--- src/logic/gx_consts.vh ---
// constants for the gpio expander core: offsets, resets, bus codes
// assumes byte-wide registers reached by a 4-bit index
`ifndef GX_CONSTS_VH
`define GX_CONSTS_VH
// ************************************************
// register indices
// ************************************************
`define GX_REG_INPUT    4'h0
`define GX_REG_OUTPUT   4'h1
`define GX_REG_POLARITY 4'h2
`define GX_REG_CONFIG   4'h3
`define GX_REG_DRIVE0   4'h4
`define GX_REG_DRIVE1   4'h5
`define GX_REG_LATCH    4'h6
`define GX_REG_PULLEN   4'h7
`define GX_REG_PULLSEL  4'h8
`define GX_REG_MASK     4'h9
`define GX_REG_STATUS   4'hA
`define GX_REG_ODMODE   4'hB
// ************************************************
// reset values
// ************************************************
`define GX_RST_OUTPUT   8'hFF
`define GX_RST_POLARITY 8'h00
`define GX_RST_CONFIG   8'hFF
`define GX_RST_DRIVE    8'hFF
`define GX_RST_LATCH    8'h00
`define GX_RST_PULLEN   8'h00
`define GX_RST_PULLSEL  8'hFF
`define GX_RST_MASK     8'h00
`define GX_RST_ODMODE   8'h00
// ************************************************
// serial bus codes
// ************************************************
`define GX_ADDR_HI      6'h10
`define GX_GC_ADDR      8'h00
`define GX_SWRST_BYTE   8'h06
`define GX_BITS_BYTE    4'h8
`endif

--- src/logic/gx_core.v ---
// gpio expander core: serial target, register file, change alert
// assumes scl, sda, pins and straps are asynchronous to clock
`timescale 1ns/1ps
`include "gx_consts.vh"
module gx_core
(
  input  wire       clock,
  input  wire       rst,
  input  wire       clkEn,
  input  wire       resetN,
  input  wire       addrStrap,
  input  wire       scl,
  input  wire       sdaIn,
  output wire       sdaOut,
  output wire       sdaOe,
  input  wire [7:0] expPinsIn,
  output wire [7:0] expPinsOut,
  output wire [7:0] expPinsOe,
  output wire [15:0] driveStrength,
  output wire [7:0] pullEnable,
  output wire [7:0] pullSelect,
  output wire       alertOut,
  output wire       alertOe,
  output wire       irq,
  input  wire [3:0] regAddr,
  input  wire [7:0] regWdata,
  input  wire       regWr,
  input  wire       regRd,
  output wire [7:0] regRdata
);
  // ************************************************
  // state encodings
  // ************************************************
  localparam [6:0] S_IDLE  = 7'h01;
  localparam [6:0] S_ADDR  = 7'h02;
  localparam [6:0] S_AACK  = 7'h04;
  localparam [6:0] S_WBYTE = 7'h08;
  localparam [6:0] S_WACK  = 7'h10;
  localparam [6:0] S_RBYTE = 7'h20;
  localparam [6:0] S_RACK  = 7'h40;

  // ************************************************
  // input synchronisation
  // ************************************************
  wire [11:0] syncQ;
  gx_sync
  #(
    .W    (12),
    .INIT (12'hC00)
  )
  uSync
  (
    .clock (clock),
    .rst   (rst),
    .clkEn (clkEn),
    .d     ({scl, sdaIn, resetN, addrStrap, expPinsIn}),
    .q     (syncQ)
  );
  wire       sclS   = syncQ[11];
  wire       sdaS   = syncQ[10];
  wire       resetS = syncQ[9];
  wire       strapS = syncQ[8];
  wire [7:0] pinS   = syncQ[7:0];

  // ************************************************
  // declarations
  // ************************************************
  reg        sclD;
  reg        sdaD;
  reg        swRst;
  reg        refresh;
  reg        strapAddr;
  reg  [6:0] state;
  reg  [3:0] bitCnt;
  reg  [7:0] shiftR;
  reg        sdaDrive;
  reg        isRead;
  reg        isGc;
  reg        gotCmd;
  reg  [3:0] ptr;
  reg        swArm;
  reg        masterAck;
  reg        i2cWr;
  reg  [7:0] i2cData;
  reg        readAck;
  reg  [7:0] outReg;
  reg  [7:0] polReg;
  reg  [7:0] cfgReg;
  reg  [7:0] drv0;
  reg  [7:0] drv1;
  reg  [7:0] latchReg;
  reg  [7:0] pullEnReg;
  reg  [7:0] pullSelReg;
  reg  [7:0] maskReg;
  reg  [7:0] odReg;
  reg  [7:0] inReg;
  reg  [7:0] snapInput;
  reg  [7:0] latchVal;
  reg  [7:0] diffD;
  reg        alertReg;
  reg  [7:0] rdData;
  wire [7:0] status;
  wire       coreRst = rst | ~resetS | swRst;
  wire       sclRise = sclS & ~sclD;
  wire       sclFall = ~sclS & sclD;
  wire       startC  = sclS & sclD & sdaD & ~sdaS;
  wire       stopC   = sclS & sclD & ~sdaD & sdaS;
  wire       byteIn  = (bitCnt == `GX_BITS_BYTE);

  // ************************************************
  // register read decode, shared by both ports
  // ************************************************
  function [7:0] rdMux;
    input [3:0] a;
    begin
      case (a)
        `GX_REG_INPUT:    rdMux = inReg;
        `GX_REG_OUTPUT:   rdMux = outReg;
        `GX_REG_POLARITY: rdMux = polReg;
        `GX_REG_CONFIG:   rdMux = cfgReg;
        `GX_REG_DRIVE0:   rdMux = drv0;
        `GX_REG_DRIVE1:   rdMux = drv1;
        `GX_REG_LATCH:    rdMux = latchReg;
        `GX_REG_PULLEN:   rdMux = pullEnReg;
        `GX_REG_PULLSEL:  rdMux = pullSelReg;
        `GX_REG_MASK:     rdMux = maskReg;
        `GX_REG_STATUS:   rdMux = status;
        `GX_REG_ODMODE:   rdMux = odReg;
        default:          rdMux = 8'h00;
      endcase
    end
  endfunction
  // byte at the serial pointer, loaded into the read shifter
  wire [7:0] rdPtr = rdMux(ptr);

  // ************************************************
  // edge history and reset release
  // ************************************************
  always @(posedge clock)
  begin
    if (rst)
    begin
      sclD <= 1'b1;
      sdaD <= 1'b1;
    end
    else if (clkEn)
    begin
      sclD <= sclS;
      sdaD <= sdaS;
    end
  end

  // strap and input caught the cycle after any reset ends
  always @(posedge clock)
  begin
    if (coreRst)
      refresh <= 1'b1;
    else if (clkEn)
      refresh <= 1'b0;
  end

  always @(posedge clock)
  begin
    if (rst)
      strapAddr <= 1'b0;
    else if (clkEn && refresh)
      strapAddr <= strapS;
  end

  // ************************************************
  // serial target state machine
  // ************************************************
  always @(posedge clock)
  begin
    if (coreRst)
    begin
      state     <= S_IDLE;
      bitCnt    <= 4'h0;
      shiftR    <= 8'h00;
      sdaDrive  <= 1'b0;
      isRead    <= 1'b0;
      isGc      <= 1'b0;
      gotCmd    <= 1'b0;
      ptr       <= 4'h0;
      swArm     <= 1'b0;
      swRst     <= 1'b0;
      masterAck <= 1'b0;
      i2cWr     <= 1'b0;
      i2cData   <= 8'h00;
      readAck   <= 1'b0;
    end
    else if (clkEn)
    begin
      i2cWr   <= 1'b0;
      readAck <= 1'b0;
      if (startC)
      begin
        state    <= S_ADDR;
        bitCnt   <= 4'h0;
        sdaDrive <= 1'b0;
        swArm    <= 1'b0;
      end
      else if (stopC)
      begin
        state    <= S_IDLE;
        sdaDrive <= 1'b0;
        swRst    <= swArm;
        swArm    <= 1'b0;
      end
      else
      begin
        case (state)
          S_IDLE:
            sdaDrive <= 1'b0;
          S_ADDR, S_WBYTE:
            if (sclRise && !byteIn)
            begin
              shiftR <= {shiftR[6:0], sdaS};
              bitCnt <= bitCnt + 4'h1;
            end
            else if (sclFall && byteIn && state == S_ADDR)
            begin
              bitCnt <= 4'h0;
              if (shiftR[7:1] == {`GX_ADDR_HI, strapAddr})
              begin
                sdaDrive <= 1'b1;
                isRead   <= shiftR[0];
                isGc     <= 1'b0;
                state    <= S_AACK;
              end
              else if (shiftR == `GX_GC_ADDR)
              begin
                sdaDrive <= 1'b1;
                isRead   <= 1'b0;
                isGc     <= 1'b1;
                state    <= S_AACK;
              end
              else
                state <= S_IDLE;
            end
            else if (sclFall && byteIn)
            begin
              bitCnt <= 4'h0;
              if (isGc)
              begin
                if (!gotCmd && shiftR == `GX_SWRST_BYTE)
                begin
                  sdaDrive <= 1'b1;
                  swArm    <= 1'b1;
                  gotCmd   <= 1'b1;
                  state    <= S_WACK;
                end
                else
                begin
                  swArm <= 1'b0;
                  state <= S_IDLE;
                end
              end
              else
              begin
                sdaDrive <= 1'b1;
                gotCmd   <= 1'b1;
                state    <= S_WACK;
                if (!gotCmd)
                  ptr <= shiftR[3:0];
                else
                begin
                  i2cWr   <= 1'b1;
                  i2cData <= shiftR;
                end
              end
            end
          S_AACK:
            if (sclFall)
            begin
              gotCmd <= 1'b0;
              if (isRead)
              begin
                sdaDrive <= ~rdPtr[7];
                shiftR   <= {rdPtr[6:0], 1'b0};
                bitCnt   <= 4'h1;
                state    <= S_RBYTE;
              end
              else
              begin
                sdaDrive <= 1'b0;
                bitCnt   <= 4'h0;
                state    <= S_WBYTE;
              end
            end
          S_WACK:
            if (sclFall)
            begin
              sdaDrive <= 1'b0;
              bitCnt   <= 4'h0;
              state    <= S_WBYTE;
            end
          S_RBYTE:
            if (sclFall)
            begin
              if (byteIn)
              begin
                sdaDrive <= 1'b0;
                state    <= S_RACK;
              end
              else
              begin
                sdaDrive <= ~shiftR[7];
                shiftR   <= {shiftR[6:0], 1'b0};
                bitCnt   <= bitCnt + 4'h1;
              end
            end
          S_RACK:
            if (sclRise)
            begin
              masterAck <= ~sdaS;
              readAck   <= (ptr == `GX_REG_INPUT);
            end
            else if (sclFall)
            begin
              if (masterAck)
              begin
                sdaDrive <= ~rdPtr[7];
                shiftR   <= {rdPtr[6:0], 1'b0};
                bitCnt   <= 4'h1;
                state    <= S_RBYTE;
              end
              else
                state <= S_IDLE;
            end
          default:
            state <= S_IDLE;
        endcase
      end
    end
  end

  // ************************************************
  // register file, serial writes win over local ones
  // ************************************************
  wire       wrEn = i2cWr | regWr;
  wire [3:0] wrA  = i2cWr ? ptr : regAddr;
  wire [7:0] wrD  = i2cWr ? i2cData : regWdata;
  wire [7:0] clr  = (wrEn && wrA == `GX_REG_STATUS) ? wrD : 8'h00;

  always @(posedge clock)
  begin
    if (coreRst)
    begin
      outReg     <= `GX_RST_OUTPUT;
      polReg     <= `GX_RST_POLARITY;
      cfgReg     <= `GX_RST_CONFIG;
      drv0       <= `GX_RST_DRIVE;
      drv1       <= `GX_RST_DRIVE;
      latchReg   <= `GX_RST_LATCH;
      pullEnReg  <= `GX_RST_PULLEN;
      pullSelReg <= `GX_RST_PULLSEL;
      maskReg    <= `GX_RST_MASK;
      odReg      <= `GX_RST_ODMODE;
    end
    else if (clkEn && wrEn)
    begin
      case (wrA)
        `GX_REG_OUTPUT:   outReg     <= wrD;
        `GX_REG_POLARITY: polReg     <= wrD;
        `GX_REG_CONFIG:   cfgReg     <= wrD;
        `GX_REG_DRIVE0:   drv0       <= wrD;
        `GX_REG_DRIVE1:   drv1       <= wrD;
        `GX_REG_LATCH:    latchReg   <= wrD;
        `GX_REG_PULLEN:   pullEnReg  <= wrD;
        `GX_REG_PULLSEL:  pullSelReg <= wrD;
        `GX_REG_MASK:     maskReg    <= wrD;
        `GX_REG_ODMODE:   odReg      <= wrD;
        default:          odReg      <= odReg;
      endcase
    end
  end

  // ************************************************
  // input capture, latching and change alert
  // ************************************************
  // alert reference: only refresh, a read ack of input, or reset move it
  wire [7:0] diff   = (pinS ^ snapInput) & cfgReg;
  wire [7:0] inView = (latchReg & latchVal) | (~latchReg & pinS);

  always @(posedge clock)
  begin
    if (coreRst)
    begin
      inReg     <= 8'h00;
      snapInput <= 8'h00;
      latchVal  <= 8'h00;
      diffD     <= 8'h00;
      alertReg  <= 1'b0;
    end
    else if (clkEn)
    begin
      inReg    <= inView ^ polReg;
      latchVal <= (latchVal & status) | (pinS & ~status);
      diffD    <= diff;
      alertReg <= |(diff & ~maskReg);
      if (refresh || readAck)
        snapInput <= pinS;
    end
  end

  gx_irq
  #(
    .W (8)
  )
  uIrq
  (
    .clock  (clock),
    .rst    (coreRst),
    .clkEn  (clkEn),
    .setEv  (diff & ~diffD),
    .clear  (clr),
    .mask   (maskReg),
    .status (status),
    .irq    (irq)
  );

  // ************************************************
  // local read port, data one cycle after strobe
  // ************************************************
  always @(posedge clock)
  begin
    if (rst)
      rdData <= 8'h00;
    else if (clkEn)
      rdData <= regRd ? rdMux(regAddr) : 8'h00;
  end

  // ************************************************
  // pins
  // ************************************************
  // open-drain pins drive only the low level
  assign expPinsOut    = outReg;
  assign expPinsOe     = ~cfgReg & ~(odReg & outReg);
  assign driveStrength = {drv1, drv0};
  assign pullEnable    = pullEnReg;
  assign pullSelect    = pullSelReg;
  assign sdaOut        = 1'b0;
  assign sdaOe         = sdaDrive;
  assign alertOut      = 1'b0;
  assign alertOe       = alertReg;
  assign regRdata      = rdData;
endmodule // gx_core

--- src/logic/gx_irq.v ---
// sticky per-pin status with write-one-to-clear and mask
// assumes events are one-cycle pulses on the same clock
`timescale 1ns/1ps
module gx_irq
#(
  parameter W = 8
)
(
  input  wire         clock,
  input  wire         rst,
  input  wire         clkEn,
  input  wire [W-1:0] setEv,
  input  wire [W-1:0] clear,
  input  wire [W-1:0] mask,
  output wire [W-1:0] status,
  output wire         irq
);
  reg [W-1:0] stat;
  always @(posedge clock)
  begin
    if (rst)
      stat <= {W{1'b0}};
    else if (clkEn)
      stat <= (stat & ~clear) | setEv; // set beats clear
  end
  assign status = stat;
  assign irq    = |(stat & ~mask);
endmodule // gx_irq

--- src/logic/gx_sync.v ---
// two-stage synchroniser for a group of pin levels
// assumes each bit is an independent level from outside the clock
`timescale 1ns/1ps
module gx_sync
#(
  parameter         W    = 1,
  parameter [W-1:0] INIT = {W{1'b0}}
)
(
  input  wire         clock,
  input  wire         rst,
  input  wire         clkEn,
  input  wire [W-1:0] d,
  output wire [W-1:0] q
);
  reg [W-1:0] meta;
  reg [W-1:0] stable;
  // first stage feeds only the second
  always @(posedge clock)
  begin
    if (rst)
    begin
      meta   <= INIT;
      stable <= INIT;
    end
    else if (clkEn)
    begin
      meta   <= d;
      stable <= meta;
    end
  end
  assign q = stable;
endmodule // gx_sync

--- config.mk ---
export PLATFORM = sky130hd
export DESIGN_NAME = gx_core
export DESIGN_NICKNAME = d
export VERILOG_FILES = /design/src/logic/gx_core.v /design/src/logic/gx_irq.v /design/src/logic/gx_sync.v
export VERILOG_INCLUDE_DIRS = /design/src /design/src/logic
export SDC_FILE = /design/constraint.sdc
export NUM_CORES = 1
export LEC_CHECK = 0
export BUFFER_PORTS_ARGS = -buffer_cell sky130_fd_sc_hd__buf_2
export CAP_MARGIN = 25
export CORE_MARGIN = 1.5
export CORE_UTILIZATION = 54
export DETAILED_ROUTE_END_ITERATION = 10
export PLACE_DENSITY = 0.81
export SLEW_MARGIN = 30
export SYNTH_ARGS = -nofsm -noshare
export SYNTH_HDL_FRONTEND = slang
export SYNTH_SLANG_ARGS = --single-unit
--- constraint.sdc ---
create_clock -name clock -period 2.3 [get_ports clock]
set_input_delay 0.115 -clock clock [delete_from_list [all_inputs] [get_ports clock]]
set_output_delay 0.115 -clock clock [all_outputs]
set_load 0.01 [all_outputs]
* After elaboration in Yosys (flattened, before gate mapping) *
Cells that the tools add are included.

operators by class
  add/sub/neg operators = 1
  eq/ne operators = 78
  mux-type cells = 91
  bitwise logic cells = 46
  reduce and logical (&&, ||, !) cells = 46

operator list
  kind                                                              count
  8-bit one-hot mux with 12 select lines                            2
  8-bit AND                                                         11
  8-bit 2-to-1 mux                                                  11
  7-bit 2-to-1 mux                                                  12
  8-bit inverter                                                    7
  4-bit == test (second input constant)                             13
  4-bit 2-to-1 mux                                                  13
  4-bit by 3-bit == test with 1-bit output (second input constant)  12
  1-bit 2-to-1 mux                                                  43
  7-bit one-hot mux with 6 select lines                             1
  3-bit inequality test (second input constant)                     11
  4-bit inequality test (second input constant)                     8
  8-bit one-hot mux with 4 select lines                             1
  9-bit AND reduction                                               3
  4-bit by 2-bit == test with 1-bit output (second input constant)  6
  2-bit inequality test (second input constant)                     12
  8-bit OR                                                          3
  12-bit AND reduction                                              2
  2-bit AND reduction                                               11
  4-bit one-hot mux with 5 select lines                             1
  8-bit OR reduction                                                2
  8-bit bitwise XOR                                                 2
  1-bit inverter                                                    13
  4-bit by 1-bit == test with 1-bit output (second input constant)  3
  36 further kinds                                                  59

storage, ports and cells
  bits in registers = 197
  input bits = 29
  logic and storage cells = 299

* Longest topological paths before layout *
  depth after elaboration = 10
  mapped depth = 10
  depth with buffers taken out = 8

* By module *
Synthesis repeated with hierarchy kept, for this count alone.

unflattened totals
  cells, all modules = 1,218
  area total of the unflattened synthesis = 10,421.2 um2

by module, submodules not included
  module   times used  cells an instance  area an instance (um2)  seq. area each (um2)
  gx_core  1           1,093              9,188.8                 3,303.2
  gx_sync  1           77                 875.8                   480.5
  gx_irq   1           48                 356.6                   160.2

* Worst setup path before layout *
OpenSTA, ideal clock, no wires.

  path kind = register -> register
  from = register bitCnt[0]
  to = register i2cData[7]
  library setup time = 0.128 ns
  data arrival time = 2.095 ns
  data required time = 2.172 ns
  setup slack = 0.077 ns
  cell stages (with the launch flop) = 11
  buffers on the path = 2
  path through = dfxtp_1 inv_1 ha_1 and3b_1 clkbuf_1 and2_1 nand4b_1 or4b_1 buf_2 mux2i_1 nor2_1

on the way
  word-level cells in the longest chain between the ends = 5
  elaborated cells between the ends (all ways) = 8

RTL lines
  item                                                  RTL line                                     RTL
  start: declaration                                    gx_core.v:74                                 reg [3:0] bitCnt;
  start signal: assignment                              gx_core.v:219                                bitCnt <= bitCnt + 4'h1;
  start signal: assignment                              gx_core.v:310                                bitCnt <= bitCnt + 4'h1;
  4-bit == test (no line) (*)                           n/a
  1-bit logical AND or 1-bit zero test (tied branches)  gx_core.v:221, gx_core.v:241, gx_core.v:216
  1-bit logical AND, on equally long branches           gx_core.v:221, gx_core.v:216
  1-bit inverter (no line)                              n/a
  9-bit AND reduction (no line) (*)                     n/a
  end signal: assignment                                gx_core.v:269                                i2cData <= shiftR;
  end: declaration                                      gx_core.v:84                                 reg [7:0] i2cData;

Every way passes the cells marked *; elsewhere a longest branch is shown, timed or not.
A chain may end at the register's enable or synchronous reset.

* Worst setup path after layout *
  from = register state[4]
  to = register bitCnt[0]

on the way
  word-level cells in the longest chain between the ends = 7
  elaborated cells between the ends (all ways) = 23

RTL lines
  item                                      RTL line                      RTL
  start: declaration                        gx_core.v:73                  reg [6:0] state;
  start signal: assignment                  gx_core.v:177                 state <= S_IDLE;
  start signal: assignment                  gx_core.v:198                 state <= S_ADDR;
  start signal: assignment                  gx_core.v:205                 state <= S_IDLE;
  7-bit by 2-bit == test with 1-bit output  gx_core.v:212, gx_core.v:221
  1-bit logical AND                         gx_core.v:221                 else if (sclFall && byteIn && state == S_ADDR)
  4-bit 2-to-1 mux                          gx_core.v:221
  4-bit 2-to-1 mux                          gx_core.v:216                 if (sclRise && !byteIn)
  4-bit one-hot mux with 5 select lines     gx_core.v:212                 case (state)
  4-bit 2-to-1 mux                          gx_core.v:203                 else if (stopC)
  4-bit 2-to-1 mux                          gx_core.v:196                 if (startC)

Parallel ways exist; a longest one is shown, timed or not. The select of a mux whose other input is x is not followed.

==> results.txt <==
The flow ran to the end, and the final reports show no timing, DRC or antenna violations. The average via count per standard cell came out at roughly 6.4. The clock reaches the later pin of the worst-skew pair after 460 ps. The number of buffers created by CTS is 17. The total buffers and inverters traversed by the critical path came out at 0. The most used standard cell by instance count after synthesis is sky130_fd_sc_hd__dfxtp_1.

The floorplan row count is 50. The final period demand of the worst path came out at about 2200 ps. The I/O pin total came out at 90. The setup slack on the worst flop-to-flop path is between 80 and 90 ps.

The clock-pin slew reported for the worst setup and hold paths after clock tree synthesis is ~80 ps. The initial standard-cell utilization of the core is 0.5519. The H-tree was split into 4 levels. The beginning of the worst hold path is rst.

The transition time of the tightest slew-check pin came out at 738.6 ps. After detailed placement, the design holds a cell count of between 1500 and 2000. The startpoint of the lowest-slack register-to-register path is state[4]$_SDFFE_PP0P_. The endpoint identified for the worst register-to-register timing path is bitCnt[0]$_SDFFE_PP0P_.

The dominant cell type by area after synthesis is sky130_fd_sc_hd__dfxtp_1. The post-CTS setup buffer count is 0. Entering global routing, the biggest net connects 112 pins. The proportion of synthesized chip area in sequential cells is 0.3808.

The via count of the first global-routing pass is 9229. The type of the worst setup path is reg -> reg. The critical path goes through or4b_4 > o311a_4 > o31a_1 > or4_4 > nand2_2 > mux2i_1. The global-route total usage across every layer is 0.3550. Yosys mapped a number of flops with a built-in enable equal to 0.

For hold timing, the worst endpoint is regRdata[0]$_SDFFE_PP0P_. The clock net sink count is around 200. The floorplan step defined a die boundary enclosing between 0.02 and 0.025 mm2. The final wirelength came out at 35.67 mm. In this run the cell area measured after placement is around 0.011 mm2. In the final routed layout, each cell accounts on average for 22.63 um. The distinct cell type count after synthesis came out at between 70 and 80.

The x dimension of the die is about 140 um. The critical path capture point type is a flip-flop. CTS placed an instance of sky130_fd_sc_hd__clkbuf_16 at the clock tree root. The data arrival time of the critical path came out at ~2600 ps.

Overall power consumption after layout is estimated at just over 7 mW. The share of post-route cells with drive strength above 1 is 0.1969. The share of synthesized area in the top cell type comes to 0.3808.

The via total after detailed routing came out at slightly above 10000. The number of iterations in the first detailed-routing pass is 8. Measured against its own limit, the worst slew margin works out to 0.5058.

The total power divided by cell area came out at between 500 and 600 mW/mm2. The peak per-stage delay on the critical path is around 560 ps. The clock tree from TritonCTS is yes.

Between clock sinks in the finished design, the worst skew comes to around 16 ps. For the worst setup path, the data required time is approximately 2700 ps. The final net count came out at approximately 1400.

The final hold violation count is 0. In the finished design, the share of the clock period the worst path needs comes to 0.9646. For this run, the top clock speed supported by timing is between 400 and 500 MHz. Counting flops and latches in the post-synthesis netlist gives between 150 and 200.

The final global-route overflow total is 0. The area overhead of the layout relative to synthesis came out at 17.82%. The total of max-cap violations came out at 0. The area of the placeable core is ~0.019 mm2.

The final routed DRC violation total is 0. The largest buffer count on any clock path came out at 2. The total of warnings raised by yosys is 0. The final instance area is 0.01220 mm2.

The number of antenna violations at the first check in global routing came out at 0. The mapped cell area came out at approximately 0.010 mm2. The number of buffer cells added on primary ports is 87. The final-report max-slew violation count is 0. Leaving out filler cells and counting taps, the final layout contains 1576.

STA classifies the critical path startpoint as a flip-flop. After synthesis, the cell types taking the most area are sky130_fd_sc_hd__dfxtp_1 38%, sky130_fd_sc_hd__mux2i_1 13%, sky130_fd_sc_hd__nor2_1 4.8%, sky130_fd_sc_hd__nand2_1 4.0%, sky130_fd_sc_hd__a21oi_1 4.0%. The cell leakage power is roughly 4.6 nW.

The final RePlAce weighted congestion is 1.069. The first-pass GRT wire length came out at 54.22 mm. The mean instance size in the synthesized netlist is 8.532 um2. In the synthesized netlist the dominant register cell turns out to be sky130_fd_sc_hd__dfxtp_1.

The cell family contributing the most delay on the critical path is simple AND/OR/NAND/NOR gates. The estimated wirelength of the detail-placed design is between 20 and 30 mm. The final-layout setup total negative slack is 0 ps.

The worst-path cell with the longest stage delay is sky130_fd_sc_hd__or4b_4. The peak supply drop came out at about 0.49 mV. The biggest fanout along the worst timing path is 6. The floorplan die height is 141.5 um. The number of nets still failing antenna checks after routing is 0. The class of the tightest hold or removal check is in -> reg. After the first detailed-routing iteration, the DRC count stood at 1411. The depth of the worst hold-timing path came out at 2. The setup-violating endpoint count in the final report is 0. Ranked by instance count, the synthesized netlist is headed by 197 x sky130_fd_sc_hd__dfxtp_1, 139 x sky130_fd_sc_hd__mux2i_1, 133 x sky130_fd_sc_hd__nor2_1.

The async set or reset register ratio after synthesis is 0. Setup repair after global routing left no endpoint under its margin. Counting cells, the worst reg-to-reg path comes to 6. The synthesized instance count came out at ~1200.
-- per-layer routing --
layer	global-route usage	routed length (um)
met1	0.4913	14740
met3	0.07830	3853
met4	0.1340	1219
met5	0	0
met2	0.5431	15850
-- cell families (layout without fill, tap and decap cells) --
family	after synthesis	in the layout	synth area share
AND/OR/NAND/NOR	435	435	0.2023
AO/OA/AOI/OAI	269	269	0.1650
flip-flops	197	197	0.3808
multiplexers	173	173	0.1854
buffers and inverters	115	241	0.04506
XOR/XNOR	22	22	0.01860
adder cells (fa/ha/maj)	2	2	0.002416
other	1	3	0.0003621
-- how the worst max path moves through the flow --
stage | startpoint | to | slack [ps] | cells after the start
after floorplan | bitCnt[0]$_SDFFE_PP0P_ | i2cData[7]$_SDFFE_PP0P_ | 80 | 10
after global placement | state[2]$_SDFFE_PP0P_ | bitCnt[0]$_SDFFE_PP0P_ | 70 | 7
after detailed placement | bitCnt[1]$_SDFFE_PP0P_ | i2cData[4]$_SDFFE_PP0P_ | 60 | 9
after CTS | bitCnt[1]$_SDFFE_PP0P_ | i2cData[4]$_SDFFE_PP0P_ | 9 | 9
after global routing | state[4]$_SDFFE_PP0P_ | bitCnt[1]$_SDFFE_PP0P_ | 5 | 6
final | state[4]$_SDFFE_PP0P_ | bitCnt[0]$_SDFFE_PP0P_ | 80 | 6
-- power breakdown --
part	switching [mW]	internal, mW	leakage, nW
sequential	0.0249	3.43	1.59
combinational	0.331	0.197	2.67
clock	1.58	1.48	0.294
-- area by class of cell --
cell class,count,area [um2]
diodes,1,2.502
clock buffers,17,425.4
clock inverters,15,177.7
fillers,1597,6565
inverters,23,86.33
multi-input cells,903,5983
flip-flops and latches,197,3948
well taps,234,292.8
repair buffers,186,1287
-- cells in the final DEF (no fill, tap or decap), types with 5 or more instances in the layout --
cell                            synthesis  final
sky130_fd_sc_hd__dfxtp_1              197    194
sky130_fd_sc_hd__mux2i_1              139    139
sky130_fd_sc_hd__nor2_1               133    131
sky130_fd_sc_hd__nand2_1              110    110
sky130_fd_sc_hd__buf_2                 16     87
sky130_fd_sc_hd__a21oi_1               82     81
sky130_fd_sc_hd__buf_4                  2     80
sky130_fd_sc_hd__o21ai_0               68     68
sky130_fd_sc_hd__nand3_1               67     67
sky130_fd_sc_hd__inv_1                 22     22
sky130_fd_sc_hd__mux2_2                21     21
sky130_fd_sc_hd__nor3_1                17     17
sky130_fd_sc_hd__clkbuf_16              0     17
sky130_fd_sc_hd__a22oi_1               15     15
sky130_fd_sc_hd__mux4_2                13     13
sky130_fd_sc_hd__xor2_1                12     12
sky130_fd_sc_hd__nand4_1               12     12
sky130_fd_sc_hd__nor2b_1               12     12
sky130_fd_sc_hd__a21o_1                12     12
sky130_fd_sc_hd__dlygate4sd3_1          0     12
sky130_fd_sc_hd__a211oi_1              11     11
sky130_fd_sc_hd__and2_1                11     10
sky130_fd_sc_hd__xnor2_1               10     10
sky130_fd_sc_hd__nand2b_1               9      9
sky130_fd_sc_hd__or3_1                  9      9
sky130_fd_sc_hd__a221oi_1               8      8
sky130_fd_sc_hd__o31ai_1                8      8
sky130_fd_sc_hd__and3_1                 8      8
sky130_fd_sc_hd__o22ai_1                7      7
sky130_fd_sc_hd__nor3b_1                8      7
sky130_fd_sc_hd__nand3b_1               7      7
sky130_fd_sc_hd__nor4_1                 8      7
sky130_fd_sc_hd__a31oi_1                6      6
sky130_fd_sc_hd__buf_12                 0      6
sky130_fd_sc_hd__a22o_1                 5      5
sky130_fd_sc_hd__a221o_1                5      5
sky130_fd_sc_hd__o211ai_1               5      5
-- through the flow --
step	hold WS, ps	setup WS, ps	util
2_1_floorplan	243.4	77.10	-
3_3_place_gp	330.6	73.91	0.6097
3_5_place_dp	337.5	57.03	0.6097
4_1_cts	35.07	9.360	0.6482
5_1_grt	59.58	4.618	0.6501
6_report	57.54	81.35	0.6502
-- what timing repair did --
item / in CTS / in global routing
endpoints found under the hold margin: 12 / 0
hold buffers: 12 / 0
resized for setup: 0 / 11
endpoints found under the setup margin: 0 / 32
Power figures use the tool's default switching activity.
